$ cat src/hdl/uri_pkg.sv
// Purpose: Constants and types of the serial port register block
// Assumes: Byte addresses on a 32-bit classic Wishbone slave
// Notes: Reset values and layouts shared by design and bench
package uri_pkg;
	// ****************************************
	// Register map
	// ****************************************
	localparam int ADDR_W = 12;
	localparam logic [11:0] OFS_COMMAND = 12'h000;
	localparam logic [11:0] OFS_LINE_MODE = 12'h004;
	localparam logic [11:0] OFS_IRQ_ENABLE = 12'h008;
	localparam logic [11:0] OFS_IRQ_DISABLE = 12'h00C;
	localparam logic [11:0] OFS_IRQ_MASK = 12'h010;
	localparam logic [11:0] OFS_LINE_STATUS = 12'h014;
	localparam logic [11:0] OFS_RX_HOLDING = 12'h018;
	localparam logic [11:0] OFS_TX_HOLDING = 12'h01C;
	localparam logic [11:0] OFS_BAUD_DIVISOR = 12'h020;
	// ****************************************
	// Command bits
	// ****************************************
	localparam int RECEIVER_RESET_CMD_BIT = 2;
	localparam int TRANSMITTER_RESET_CMD_BIT = 3;
	localparam int RECEIVER_ON_CMD_BIT = 4;
	localparam int RECEIVER_OFF_CMD_BIT = 5;
	localparam int TRANSMITTER_ON_CMD_BIT = 6;
	localparam int TRANSMITTER_OFF_CMD_BIT = 7;
	localparam int STATUS_CLEAR_CMD_BIT = 8;
	// ****************************************
	// Mode fields
	// ****************************************
	localparam int CHECK_BIT_KIND_LSB = 9;
	localparam int CHANNEL_TEST_SELECT_LSB = 14;
	localparam logic [31:0] MODE_VALID = 32'h0000_CE00;
	localparam logic [31:0] MODE_RESET = 32'h0000_0000;
	// ****************************************
	// Status bits, shared by mask registers
	// ****************************************
	localparam int RECEIVER_READY_FLAG_BIT = 0;
	localparam int HOLDING_FREE_FLAG_BIT = 1;
	localparam int RX_DMA_DONE_FLAG_BIT = 3;
	localparam int TX_DMA_DONE_FLAG_BIT = 4;
	localparam int OVERRUN_FLAG_BIT = 5;
	localparam int FRAMING_FLAG_BIT = 6;
	localparam int PARITY_ERROR_FLAG_BIT = 7;
	localparam int TRANSMIT_IDLE_FLAG_BIT = 9;
	localparam int TX_DMA_BUFFER_EMPTY_FLAG_BIT = 11;
	localparam int RX_DMA_BUFFER_FULL_FLAG_BIT = 12;
	localparam logic [31:0] IRQ_VALID = 32'h0000_1AFB;
	localparam logic [31:0] MASK_RESET = 32'h0000_0000;
	localparam logic [7:0] RHR_RESET = 8'h00;
	localparam logic [15:0] BAUD_RESET = 16'h0000;
	// ****************************************
	// Timing: 16 samples per bit
	// ****************************************
	localparam logic [3:0] TICK_LAST = 4'hF;
	localparam logic [3:0] START_LOW_LAST = 4'h7;
	localparam logic [2:0] DATA_BITS_LAST = 3'h7;
	// ****************************************
	// Types
	// ****************************************
	typedef enum logic [2:0] {
		CHK_EVEN = 3'h0, CHK_ODD = 3'h1, CHK_SPACE = 3'h2,
		CHK_MARK = 3'h3, CHK_NONE = 3'h4
	} uri_chk_t;
	typedef enum logic [1:0] {
		CH_NORMAL = 2'h0, CH_ECHO = 2'h1,
		CH_LOCAL = 2'h2, CH_REMOTE = 2'h3
	} uri_chan_t;
	typedef enum logic [2:0] {
		TX_IDLE = 3'h0, TX_START = 3'h1, TX_DATA = 3'h2,
		TX_CHECK = 3'h3, TX_STOP = 3'h4
	} uri_tx_t;
	typedef enum logic [1:0] {
		RX_IDLE = 2'h0, RX_DATA = 2'h1, RX_CHECK = 2'h2, RX_STOP = 2'h3
	} uri_rx_t;
	typedef struct packed {
		logic ack;
		logic [31:0] dat;
		logic irq;
		logic txd;
		logic rx_on;
		logic tx_on;
		logic rx_stop_pend;
		logic tx_stop_pend;
		logic [2:0] chk;
		logic [1:0] chan;
		logic [31:0] mask;
		logic [7:0] rhr;
		logic rx_ready;
		logic ovr;
		logic frm;
		logic perr;
		logic [15:0] divisor;
		logic [15:0] div_cnt;
		logic tick;
		logic [7:0] thr;
		logic thr_full;
		uri_tx_t tx_st;
		logic [3:0] tx_sub;
		logic [2:0] tx_bit;
		logic [7:0] tx_shift;
		logic tx_chk;
		logic tx_line;
		uri_rx_t rx_st;
		logic [3:0] rx_sub;
		logic [2:0] rx_bit;
		logic [7:0] rx_shift;
		logic rx_chk;
	} uri_state_t;
	localparam uri_state_t URI_STATE_RESET = '{
		tx_st: TX_IDLE, rx_st: RX_IDLE,
		txd: 1'h1, tx_line: 1'h1, default: '0
	};
endpackage

$ cat src/hdl/uri_top.sv
// Purpose: Register interface of a simple asynchronous serial port
// Assumes: Classic Wishbone slave, one clock, inputs synchronous
// Notes: Minimal 8-bit engines give the flags real behaviour
`timescale 1ns/1ps
module uri_top
	import uri_pkg::*;
(
	input wire logic clock,
	input wire logic resetn,
	input wire logic clk_en,
	input wire logic wb_cyc_i,
	input wire logic wb_stb_i,
	input wire logic wb_we_i,
	input wire logic [ADDR_W-1:0] wb_adr_i,
	input wire logic [3:0] wb_sel_i,
	input wire logic [31:0] wb_dat_i,
	output logic [31:0] wb_dat_o,
	output logic wb_ack_o,
	input wire logic serial_in_pin,
	output logic serial_out_pin,
	input wire logic rx_dma_done,
	input wire logic tx_dma_done,
	input wire logic tx_dma_buffer_empty,
	input wire logic rx_dma_buffer_full,
	output logic irq_out
);
	// ****************************************
	// Helpers
	// ****************************************
	function automatic logic hits(input logic [ADDR_W-1:0] a,
		input logic [ADDR_W-1:0] ofs);
		hits = (a[ADDR_W-1:2] == ofs[ADDR_W-1:2]);
	endfunction

	// Shared by both engines so sender and checker always agree
	function automatic logic check_bit(input logic [2:0] kind,
		input logic [7:0] d);
		logic r;
		r = 1'h0;
		case (kind)
			CHK_EVEN: r = ^d;
			CHK_ODD: r = ~^d;
			CHK_SPACE: r = 1'h0;
			CHK_MARK: r = 1'h1;
			default: r = 1'h0;
		endcase
		check_bit = r;
	endfunction

	function automatic logic has_check(input logic [2:0] kind);
		has_check = (kind < CHK_NONE);
	endfunction

	uri_state_t s;
	uri_state_t n;
	logic req;
	logic wr;
	logic rd;
	logic [31:0] wmask;
	logic [31:0] wdat;
	logic cmd_wr;
	logic ier_wr;
	logic idr_wr;
	logic rhr_rd;
	logic [31:0] ier_bits;
	logic [31:0] idr_bits;
	logic [31:0] stat;
	logic [31:0] mode_word;
	logic irq_src;
	logic rx_in;

	genvar g;
	generate
		for (g = 0; g < 4; g++) begin : g_lane
			assign wmask[g*8 +: 8] = {8{wb_sel_i[g]}};
		end
	endgenerate

	// ****************************************
	// Bus decode
	// ****************************************
	assign req = wb_cyc_i & wb_stb_i & ~s.ack;
	assign wr = req & wb_we_i;
	assign rd = req & ~wb_we_i;
	// Unselected lanes count as zero, so they cause no command
	assign wdat = wb_dat_i & wmask;
	assign cmd_wr = wr & hits(wb_adr_i, OFS_COMMAND);
	assign ier_wr = wr & hits(wb_adr_i, OFS_IRQ_ENABLE);
	assign idr_wr = wr & hits(wb_adr_i, OFS_IRQ_DISABLE);
	assign rhr_rd = rd & hits(wb_adr_i, OFS_RX_HOLDING);
	assign ier_bits = wdat & IRQ_VALID;
	assign idr_bits = wdat & IRQ_VALID;

	// ****************************************
	// Status word
	// ****************************************
	always_comb begin
		stat = 32'h0000_0000;
		stat[RECEIVER_READY_FLAG_BIT] = s.rx_ready & s.rx_on;
		stat[HOLDING_FREE_FLAG_BIT] = s.tx_on & ~s.thr_full;
		stat[RX_DMA_DONE_FLAG_BIT] = rx_dma_done;
		stat[TX_DMA_DONE_FLAG_BIT] = tx_dma_done;
		stat[OVERRUN_FLAG_BIT] = s.ovr;
		stat[FRAMING_FLAG_BIT] = s.frm;
		stat[PARITY_ERROR_FLAG_BIT] = s.perr;
		stat[TRANSMIT_IDLE_FLAG_BIT] = s.tx_on & ~s.thr_full &
			(s.tx_st == TX_IDLE);
		stat[TX_DMA_BUFFER_EMPTY_FLAG_BIT] = tx_dma_buffer_empty;
		stat[RX_DMA_BUFFER_FULL_FLAG_BIT] = rx_dma_buffer_full;
	end

	assign irq_src = |(stat & s.mask);

	always_comb begin
		mode_word = MODE_RESET;
		mode_word[CHECK_BIT_KIND_LSB +: 3] = s.chk;
		mode_word[CHANNEL_TEST_SELECT_LSB +: 2] = s.chan;
	end

	// Remote loopback starves the receiver with an idle line
	always_comb begin
		case (s.chan)
			CH_LOCAL: rx_in = s.tx_line;
			CH_REMOTE: rx_in = 1'h1;
			default: rx_in = serial_in_pin;
		endcase
	end

	// ****************************************
	// Next state
	// ****************************************
	always_comb begin
		logic [31:0] mv;
		mv = 32'h0000_0000;
		n = s;
		n.ack = req;
		n.dat = 32'h0000_0000;

		// Clears first, so a same-cycle event still sets its flag
		if (cmd_wr && wdat[STATUS_CLEAR_CMD_BIT]) begin
			n.ovr = 1'h0;
			n.frm = 1'h0;
			n.perr = 1'h0;
		end
		if (rhr_rd) begin
			n.rx_ready = 1'h0;
		end

		// Baud tick, sixteen per bit
		n.tick = 1'h0;
		if (s.divisor == BAUD_RESET) begin
			n.div_cnt = BAUD_RESET;
		end else if (s.div_cnt >= s.divisor - 16'h0001) begin
			n.div_cnt = BAUD_RESET;
			n.tick = 1'h1;
		end else begin
			n.div_cnt = s.div_cnt + 16'h0001;
		end

		// Transmit engine
		if (s.tick) begin
			if (s.tx_st == TX_IDLE) begin
				if (s.tx_on && s.thr_full) begin
					n.tx_shift = s.thr;
					n.tx_chk = check_bit(s.chk, s.thr);
					n.thr_full = 1'h0;
					n.tx_st = TX_START;
					n.tx_sub = 4'h0;
					n.tx_line = 1'h0;
				end
			end else if (s.tx_sub != TICK_LAST) begin
				n.tx_sub = s.tx_sub + 4'h1;
			end else begin
				n.tx_sub = 4'h0;
				case (s.tx_st)
					TX_START: begin
						n.tx_st = TX_DATA;
						n.tx_bit = 3'h0;
						n.tx_line = s.tx_shift[0];
					end
					TX_DATA: begin
						n.tx_shift = {1'h0, s.tx_shift[7:1]};
						if (s.tx_bit != DATA_BITS_LAST) begin
							n.tx_bit = s.tx_bit + 3'h1;
							n.tx_line = s.tx_shift[1];
						end else if (has_check(s.chk)) begin
							n.tx_st = TX_CHECK;
							n.tx_line = s.tx_chk;
						end else begin
							n.tx_st = TX_STOP;
							n.tx_line = 1'h1;
						end
					end
					TX_CHECK: begin
						n.tx_st = TX_STOP;
						n.tx_line = 1'h1;
					end
					default: begin
						n.tx_st = TX_IDLE;
						n.tx_line = 1'h1;
					end
				endcase
			end
		end
		// Held and shifting characters drain before the stop
		if (s.tx_stop_pend && n.tx_st == TX_IDLE && !n.thr_full) begin
			n.tx_on = 1'h0;
			n.tx_stop_pend = 1'h0;
		end

		// Receive engine
		if (s.tick && s.rx_on) begin
			case (s.rx_st)
				RX_IDLE: begin
					if (rx_in) begin
						n.rx_sub = 4'h0;
					end else if (s.rx_sub == START_LOW_LAST) begin
						n.rx_st = RX_DATA;
						n.rx_sub = 4'h0;
						n.rx_bit = 3'h0;
					end else begin
						n.rx_sub = s.rx_sub + 4'h1;
					end
				end
				default: begin
					if (s.rx_sub != TICK_LAST) begin
						n.rx_sub = s.rx_sub + 4'h1;
					end else begin
						n.rx_sub = 4'h0;
						case (s.rx_st)
							RX_DATA: begin
								n.rx_shift = {rx_in, s.rx_shift[7:1]};
								n.rx_bit = s.rx_bit + 3'h1;
								if (s.rx_bit == DATA_BITS_LAST) begin
									n.rx_st = has_check(s.chk) ?
										RX_CHECK : RX_STOP;
								end
							end
							RX_CHECK: begin
								n.rx_chk = rx_in;
								n.rx_st = RX_STOP;
							end
							default: begin
								n.rx_st = RX_IDLE;
								n.rhr = s.rx_shift;
								if (s.rx_ready && !rhr_rd) begin
									n.ovr = 1'h1;
								end
								if (!rx_in) begin
									n.frm = 1'h1;
								end
								if (has_check(s.chk) && s.rx_chk !=
									check_bit(s.chk, s.rx_shift)) begin
									n.perr = 1'h1;
								end
								n.rx_ready = 1'h1;
							end
						endcase
					end
				end
			endcase
		end
		if (s.rx_stop_pend && n.rx_st == RX_IDLE) begin
			n.rx_on = 1'h0;
			n.rx_stop_pend = 1'h0;
			n.rx_sub = 4'h0;
		end

		// Register writes
		if (cmd_wr) begin
			if (wdat[RECEIVER_ON_CMD_BIT] && !wdat[RECEIVER_OFF_CMD_BIT]) begin
				n.rx_on = 1'h1;
				n.rx_stop_pend = 1'h0;
			end
			if (wdat[RECEIVER_OFF_CMD_BIT]) begin
				if (n.rx_st == RX_IDLE) begin
					n.rx_on = 1'h0;
					n.rx_sub = 4'h0;
				end else begin
					n.rx_stop_pend = 1'h1;
				end
			end
			if (wdat[RECEIVER_RESET_CMD_BIT]) begin
				n.rx_on = 1'h0;
				n.rx_stop_pend = 1'h0;
				n.rx_st = RX_IDLE;
				n.rx_sub = 4'h0;
			end
			if (wdat[TRANSMITTER_ON_CMD_BIT] &&
				!wdat[TRANSMITTER_OFF_CMD_BIT]) begin
				n.tx_on = 1'h1;
				n.tx_stop_pend = 1'h0;
			end
			if (wdat[TRANSMITTER_OFF_CMD_BIT]) begin
				if (n.tx_st == TX_IDLE && !n.thr_full) begin
					n.tx_on = 1'h0;
				end else begin
					n.tx_stop_pend = 1'h1;
				end
			end
			if (wdat[TRANSMITTER_RESET_CMD_BIT]) begin
				n.tx_on = 1'h0;
				n.tx_stop_pend = 1'h0;
				n.tx_st = TX_IDLE;
				n.tx_sub = 4'h0;
				n.thr_full = 1'h0;
				n.tx_line = 1'h1;
			end
		end else if (wr && hits(wb_adr_i, OFS_LINE_MODE)) begin
			mv = (mode_word & ~wmask) | (wdat & MODE_VALID);
			n.chk = mv[CHECK_BIT_KIND_LSB +: 3];
			n.chan = mv[CHANNEL_TEST_SELECT_LSB +: 2];
		end else if (ier_wr) begin
			n.mask = s.mask | ier_bits;
		end else if (idr_wr) begin
			n.mask = s.mask & ~idr_bits;
		end else if (wr && hits(wb_adr_i, OFS_TX_HOLDING)) begin
			n.thr = wdat[7:0];
			n.thr_full = 1'h1;
		end else if (wr && hits(wb_adr_i, OFS_BAUD_DIVISOR)) begin
			n.divisor = (s.divisor & ~wmask[15:0]) | wdat[15:0];
		end

		// Read data
		if (rd) begin
			if (hits(wb_adr_i, OFS_LINE_MODE)) begin
				n.dat = mode_word;
			end else if (hits(wb_adr_i, OFS_IRQ_MASK)) begin
				n.dat = s.mask;
			end else if (hits(wb_adr_i, OFS_LINE_STATUS)) begin
				n.dat = stat;
			end else if (hits(wb_adr_i, OFS_RX_HOLDING)) begin
				n.dat = {24'h00_0000, s.rhr};
			end else if (hits(wb_adr_i, OFS_BAUD_DIVISOR)) begin
				n.dat = {16'h0000, s.divisor};
			end else begin
				n.dat = 32'h0000_0000;
			end
		end

		// Pin routing
		case (s.chan)
			CH_NORMAL: n.txd = n.tx_line;
			CH_LOCAL: n.txd = 1'h1;
			default: n.txd = serial_in_pin;
		endcase
		n.irq = irq_src;
	end

	// ****************************************
	// State register
	// ****************************************
	always_ff @(posedge clock or negedge resetn) begin
		if (!resetn) begin
			s <= URI_STATE_RESET;
		end else if (clk_en) begin
			s <= n;
		end
	end

	assign wb_ack_o = s.ack;
	assign wb_dat_o = s.dat;
	assign serial_out_pin = s.txd;
	assign irq_out = s.irq;

	// ****************************************
	// Checks
	// ****************************************
	a_rx_reset_off: assert property (@(posedge clock) disable iff (!resetn)
		(clk_en && cmd_wr && wdat[RECEIVER_RESET_CMD_BIT]) |=>
		(!s.rx_on && s.rx_st == RX_IDLE))
		else $error("receiver still running after reset command");
	a_tx_reset_off: assert property (@(posedge clock) disable iff (!resetn)
		(clk_en && cmd_wr && wdat[TRANSMITTER_RESET_CMD_BIT]) |=>
		(!s.tx_on && !s.thr_full && s.tx_st == TX_IDLE))
		else $error("transmitter still running after reset command");
	a_rx_on_prio: assert property (@(posedge clock) disable iff (!resetn)
		(clk_en && cmd_wr && wdat[RECEIVER_ON_CMD_BIT]) |=>
		(s.rx_on == !$past(wdat[RECEIVER_OFF_CMD_BIT]) ||
		$past(wdat[RECEIVER_RESET_CMD_BIT]) ||
		(s.rx_on && s.rx_stop_pend)))
		else $error("receiver enable priority wrong");
	a_rx_finish: assert property (@(posedge clock) disable iff (!resetn)
		(clk_en && cmd_wr && wdat[RECEIVER_OFF_CMD_BIT] &&
		!wdat[RECEIVER_RESET_CMD_BIT] && s.rx_st == RX_DATA) |=>
		(s.rx_on && s.rx_stop_pend))
		else $error("receiver stopped mid character");
	a_tx_on_prio: assert property (@(posedge clock) disable iff (!resetn)
		(clk_en && cmd_wr && wdat[TRANSMITTER_ON_CMD_BIT] &&
		!wdat[TRANSMITTER_OFF_CMD_BIT] &&
		!wdat[TRANSMITTER_RESET_CMD_BIT]) |=> s.tx_on)
		else $error("transmitter not enabled");
	a_tx_drain: assert property (@(posedge clock) disable iff (!resetn)
		(clk_en && cmd_wr && wdat[TRANSMITTER_OFF_CMD_BIT] &&
		!wdat[TRANSMITTER_RESET_CMD_BIT] && s.thr_full) |=>
		(s.tx_on && s.thr_full))
		else $error("transmitter stopped with held character");
	a_stat_clear: assert property (@(posedge clock) disable iff (!resetn)
		(clk_en && cmd_wr && wdat[STATUS_CLEAR_CMD_BIT] &&
		s.rx_st != RX_STOP) |=> (!s.ovr && !s.frm && !s.perr))
		else $error("sticky flags not cleared");
	a_mask_set: assert property (@(posedge clock) disable iff (!resetn)
		(clk_en && ier_wr) |=>
		((s.mask & $past(ier_bits)) == $past(ier_bits)))
		else $error("enable write did not set mask");
	a_mask_clear: assert property (@(posedge clock) disable iff (!resetn)
		(clk_en && idr_wr) |=> ((s.mask & $past(idr_bits)) == 0))
		else $error("disable write did not clear mask");
	a_rhr_clear: assert property (@(posedge clock) disable iff (!resetn)
		(clk_en && rhr_rd && s.rx_st != RX_STOP) |=> !s.rx_ready)
		else $error("receiver ready not cleared by read");
	a_baud_stop: assert property (@(posedge clock) disable iff (!resetn)
		(clk_en && s.divisor == BAUD_RESET) |=> !s.tick)
		else $error("baud tick with zero divisor");
	a_irq_follow: assert property (@(posedge clock) disable iff (!resetn)
		clk_en |=> (irq_out == $past(irq_src)))
		else $error("interrupt output not following status and mask");
	a_ack_pulse: assert property (@(posedge clock) disable iff (!resetn)
		(clk_en && wb_ack_o) |=> !wb_ack_o)
		else $error("ack held longer than one cycle");
endmodule // uri_top

$ cat config.mk
export PLATFORM = sky130hd
export DESIGN_NAME = uri_top
export DESIGN_NICKNAME = d
export VERILOG_FILES = /design/src/hdl/uri_pkg.sv /design/src/hdl/uri_top.sv
export SDC_FILE = /design/constraint.sdc
export NUM_CORES = 1
export LEC_CHECK = 0
export BUFFER_PORTS_ARGS = -buffer_cell sky130_fd_sc_hd__buf_2
export CAP_MARGIN = 20
export CORE_MARGIN = 5
export CORE_UTILIZATION = 50
export CTS_CLUSTER_SIZE = 16
export DETAILED_ROUTE_END_ITERATION = 10
export PLACE_DENSITY = 0.67
export SLEW_MARGIN = 20
export SYNTH_ARGS = -nofsm -noshare
export SYNTH_HDL_FRONTEND = slang
export SYNTH_SLANG_ARGS = --single-unit
$ cat constraint.sdc
create_clock -name clock -period 4.3 [get_ports clock]
set_clock_uncertainty 0.2 [all_clocks]
set_input_delay 0.215 -clock clock [delete_from_list [all_inputs] [get_ports clock]]
set_output_delay 0.215 -clock clock [all_outputs]
set_load 0.05 [all_outputs]
* Word-level counts from Yosys, hierarchy flattened
Cells that the tools add are included.
** Cells by class
- $add $sub $neg :: 6
- Multiply operators :: 0
- Divide/modulo/power cells :: 0
- Magnitude comparators :: 2
- Equality and inequality tests :: 29
- Shift operators :: 0
- Muxes and demuxes :: 102
- Bitwise gates (word level) :: 35
- Reduce and logical (&&, ||, !) cells :: 47
** Operator list (count)
- $mux W32 :: 5
- $mux W16 :: 5
- $and A16 B16 Y16 :: 3
- $mux W4 :: 12
- $mux W1 :: 44
- $eq A10 B3 Y1 const B :: 4
- $and A13 B32 Y32 :: 1
- $and A32 B32 Y32 :: 1
- $mux W8 :: 4
- $not A13 Y32 :: 1
- $not A16 Y16 :: 2
- $or A16 B16 Y16 :: 2
- $or A32 B13 Y32 :: 1
- $reduce_or A32 Y1 :: 1
- $mux W3 :: 8
- $mux W11 :: 2
- $mux W21 :: 1
- $mux W7 :: 3
- $eq A10 B2 Y1 const B :: 2
- $reduce_and A5 Y1 :: 4
- $mux W18 :: 1
- $mux W9 :: 2
- $reduce_and A6 Y1 :: 3
- $add A16 B1 Y16 const B :: 1
- other kinds (42) :: 108
** Storage, ports and cells
- Register bits :: 168
- Latch bits :: 0
- Memory bits (writable) :: 0
- Memory bits (read-only) :: 0
- Input port bits :: 59
- Output and inout port bits :: 35
- Memories :: 0

* Depth between registers and ports, before layout
- Depth in word-level cells :: 16
- Gate-level depth with buffers :: 13

* Least setup slack after synthesis
No wires, ideal clock.
- Kind :: reg-to-reg
- Start point :: register with a tool-made name
- End point :: register s[61] in the netlist's numbering
- Data arrival time :: 2718 ps
- Data required time :: 3976 ps
- Path slack :: 1258 ps
- Cell stages (with the launch flop) :: 13
- Period minus slack after synthesis :: 3042 ps
- Cell sequence :: dfrtp_1 > nor4_1 > nand2_1 > nor3_1 > xnor2_1 > ha_1 > nand4_1 > a211oi_1 > a221oi_2 > o211ai_2 > buf_2 > nor2_1 > a211o_1
** RTL lines
- to (signal assigned) :: RTL line uri_top.sv:357 : s <= n;
- to (decl) :: RTL line uri_top.sv:54 : uri_state_t s;

==> impl_metrics.py <==
metrics = {
    "yosys": {
        "ys_types": 69,
        "syn_avg_cell_area_um2": 9.676,
        "synth_seq_cells": 130,
        "synthAdderAreaFrac_pct": 4.612,
        "synthCells": 785,
        "synthFlopType": "dfrtp_1",
        "synth-edff-count": 0,
        "synth_top_family_by_area": "compound AO/OA/AOI/OAI gates",
        "yosys.area_share.simple_pct": 16.57,
        "ys_warn_count": 0,
        "async_flop_share_pct": 100.0,
        "synth_mux_area_share_pct": 7.626,
        "syn-cell-area_mm2": 0.007596,
        "synth_xor_area_share_pct": 3.690,
        "seq_area_frac_synth_pct": 42.86,
        "synth_compound_area_share_pct": 18.18,
    },
    "timing": {
        "relSlewSlack_pct": 41.73,
        "fin_crit_sh_pct": 79.52,
        "fin_tns_setup_ns": 0,
        "min_period_ns": 3.419,
        "hold_viol": 0,
        "fmax_mhz": 292.5,
        "fin_hold_ws_ns": 0.03423,
        "finalSetupViolCount": 0,
        "rsz0062_at_grt": "false",
        "tightest_slew_ns": 0.8676,
        "drv_slew": 0,
    },
    "die": {
        "die-width_um": 133.3,
        "core-area_mm2": 0.01503,
        "design.die.area_mm2": 0.01776,
        "initial_core_util_pct": 50.53,
        "ios": 94,
        "die_y_um": 133.3,
        "num_rows": 45,
    },
    "finish": {
        "instances_no_fill": 1046,
        "final_util_pct": 57.60,
        "filler_cell_count": 1321,
        "layout.nets": 932,
        "num_antenna_cells": 0,
        "syn2layout_area_growth_pct": 14.00,
        "drive_gt1_share_pct": 18.07,
    },
    "grt": {
        "grt_pass1_vias": 6228,
        "grtUsageTotal_pct": 22.77,
        "antenna_found_initial": 0,
        "gr-total-overflow": 0,
        "grt_max_degree": 53,
        "grt_first_pass_wirelength_um": 32070,
    },
    "drt": {
        "dr.first_iter.drc_count": 457,
        "totalWireLength_um": 19770,
        "ant_nets": 0,
        "dr_total_vias": 6281,
        "drc": 0,
        "routedWlPerCell_um": 18.90,
        "first_pass_iters": 6,
        "routed_via_density": 6.005,
    },
    "setup_path": {
        "crit_slowest_cell": "nor4_1",
        "path_buf_inv": 1,
        "critical_path_class": "register to register",
        "crit_chain": "nor4_1 > nand2_1 > nor3_1 > xnor2_1 > ha_1 > nand4_1 > a211oi_1 > a221oi_2 > o211ai_2 > buf_4 > o21ai_0 > mux2_2",
        "path_delay_family": "simple AND/OR/NAND/NOR gates",
        "end_kind": "register",
        "cp.required_ns": 4.41,
        "cp.arrival_ns": 3.52,
        "max_stage_delay_ns": 0.53,
        "start_kind": "register",
        "worstPathMaxFanout": 28,
    },
    "power_and_ir_drop": {
        "leakage_uw": 0.003976,
        "ir_worst_vdd_v": 0.0002922,
        "total_power_uw": 2964,
        "power.density_mw_per_mm2": 342.3,
    },
    "clocking": {
        "cts_buffers": 17,
        "clkSinkCount": 130,
        "cts_max_level": 4,
        "post_cts_buffers": 0,
        "cts_root_buf": "clkbuf_16",
        "clk_path_buf_depth": 2,
        "clkLatencyLatePin_ns": 0.43,
        "path_clk_slew_ns": 0.07,
        "cts_tree": "yes",
    },
    "placement": {
        "port_buffers": 57,
        "place_hpwl_um": 14380,
        "place.gp.congestion": 0.9446,
        "numPlacedInstances": 991,
    },
    "outcome": {
        "status": "complete, no violations",
    },
    "job": {
        "max_cap_viol_count": 0,
    },
    "worst_hold_path": {
        "min_path_type": "primary input to register",
    },
}
==> metrics by stage <==
step / setup WS, ns / cell area (um^2)
5_1_grt: 0.6014 / 8660
3_5_place_dp: 0.8672 / 7861
3_3_place_gp: 0.9604 / 7861
6_report: 0.8808 / 8660
2_1_floorplan: 1.258 / 7652
4_1_cts: 0.8570 / 8660
==> cell usage after synthesis, types with 6 or more instances <==
library cell / instances / area [um^2]
o31ai_1: 11 / 82.58
nor4_1: 9 / 56.30
nand2_1: 82 / 307.8
mux2_2: 43 / 484.2
nor2_1: 41 / 153.9
buf_4: 33 / 247.7
inv_1: 32 / 120.1
clkbuf_1: 14 / 52.55
nor3b_1: 7 / 52.55
a22o_1: 6 / 52.55
xnor2_1: 29 / 254.0
buf_2: 11 / 55.05
nor3_1: 23 / 115.1
o21ai_0: 63 / 315.3
a22oi_1: 16 / 120.1
mux2i_1: 8 / 80.08
ha_1: 28 / 350.3
a21o_1: 9 / 67.56
dfrtp_1: 128 / 3203
nand3_1: 28 / 140.1
nand4_1: 10 / 62.56
o2bb2ai_1: 18 / 157.7
a21oi_1: 28 / 140.1
==> cell families (layout without fill, tap and decap cells) <==
group | count (synthesis) | in the layout
multiplexers | 52 | 52
AO/OA/AOI/OAI | 204 | 204
XOR/XNOR | 32 | 32
adder cells (fa/ha/maj) | 28 | 28
AND/OR/NAND/NOR | 245 | 245
flip-flops | 130 | 130
buffers and inverters | 93 | 151
other | 1 | 16
==> worst reg2reg max path, stage by stage, from the launching register on <==
cell      delay, ns
dfrtp_1        0.46
nor4_1         0.53
nand2_1        0.17
nor3_1         0.20
xnor2_1        0.11
ha_1           0.30
nand4_1        0.12
a211oi_1       0.24
a221oi_2       0.11
o211ai_2       0.15
buf_4          0.29
o21ai_0        0.12
mux2_2         0.28
==> area by class of cell <==
type	instances	area [um^2]	share of cell area (%)
sequential	130	3256	37.60
clock inverter	13	125.1	1.445
timing repair buffer	87	570.5	6.589
multi-input combinational	577	3910	45.15
tap	188	235.2	2.716
inverter	32	120.1	1.387
clock buffer	19	442.9	5.115
==> cells in the final DEF, fill, tap and decap left out, drive strengths merged, types with 4 or more instances in the layout <==
cell | synthesis | layout
dlygate4sd3 | 0 | 23
a21o | 9 | 9
nor3 | 26 | 26
nand2 | 84 | 84
conb | 1 | 16
inv | 32 | 37
o21ai | 63 | 63
xnor2 | 29 | 29
ha | 28 | 28
nand3 | 28 | 28
nor2 | 44 | 44
nand3b | 4 | 4
buf | 47 | 64
mux2i | 8 | 8
nor4 | 11 | 11
clkinv | 0 | 5
a211oi | 5 | 5
mux2 | 44 | 44
clkbuf | 14 | 19
nand2b | 5 | 5
nand4 | 10 | 10
a22o | 6 | 6
o211ai | 5 | 5
a21oi | 28 | 28
o31ai | 11 | 11
nor3b | 7 | 7
o22ai | 5 | 5
or3 | 5 | 5
o2bb2ai | 18 | 18
a22oi | 16 | 16
a221oi | 6 | 6
a222oi | 4 | 4
dfrtp | 128 | 128
==> routing by layer <==
layer	global-route usage [%]	routed length [um]	part of all wire (%)	vias to the layer above
li1	-	-	-	2966
met1	29.83	8679	44	3044
met2	37.39	9547	48	226
met3	4.796	1084	5.5	45
met4	8.457	457	2.3	0
met5	0	0	0	-
==> worst paths after layout <==
check / start / to / slack, ns / depth (start not counted)
worst max-delay path: register / s[50] / 0.88 / 12
worst min-delay path: rx_dma_buffer_full / wb_dat_o[12] / 0.03 / 4
worst max register to register: register / s[50] / 0.88 / 12
worst min register to register: wb_dat_o[6] / wb_dat_o[6] / 0.28 / 1
max in group asynchronous: resetn / s[6] / 2.71 / 3
min in group asynchronous: resetn / s[55] / 0.16 / 2
==> what timing repair did <==
action / in CTS / in global routing
hold buffers: 23 / 0
resized for setup: 0 / 0
hold endpoints to repair: 88 / 0
==> power by group <==
group          leakage [uW]  total (uW)  internal [uW]  switching [uW]
combinational       0.00196         292           93.9             198
sequential          0.00175        1270           1240            31.2
clock              0.000275        1400            819             580
Note: power is estimated with default switching activity, not from simulation.
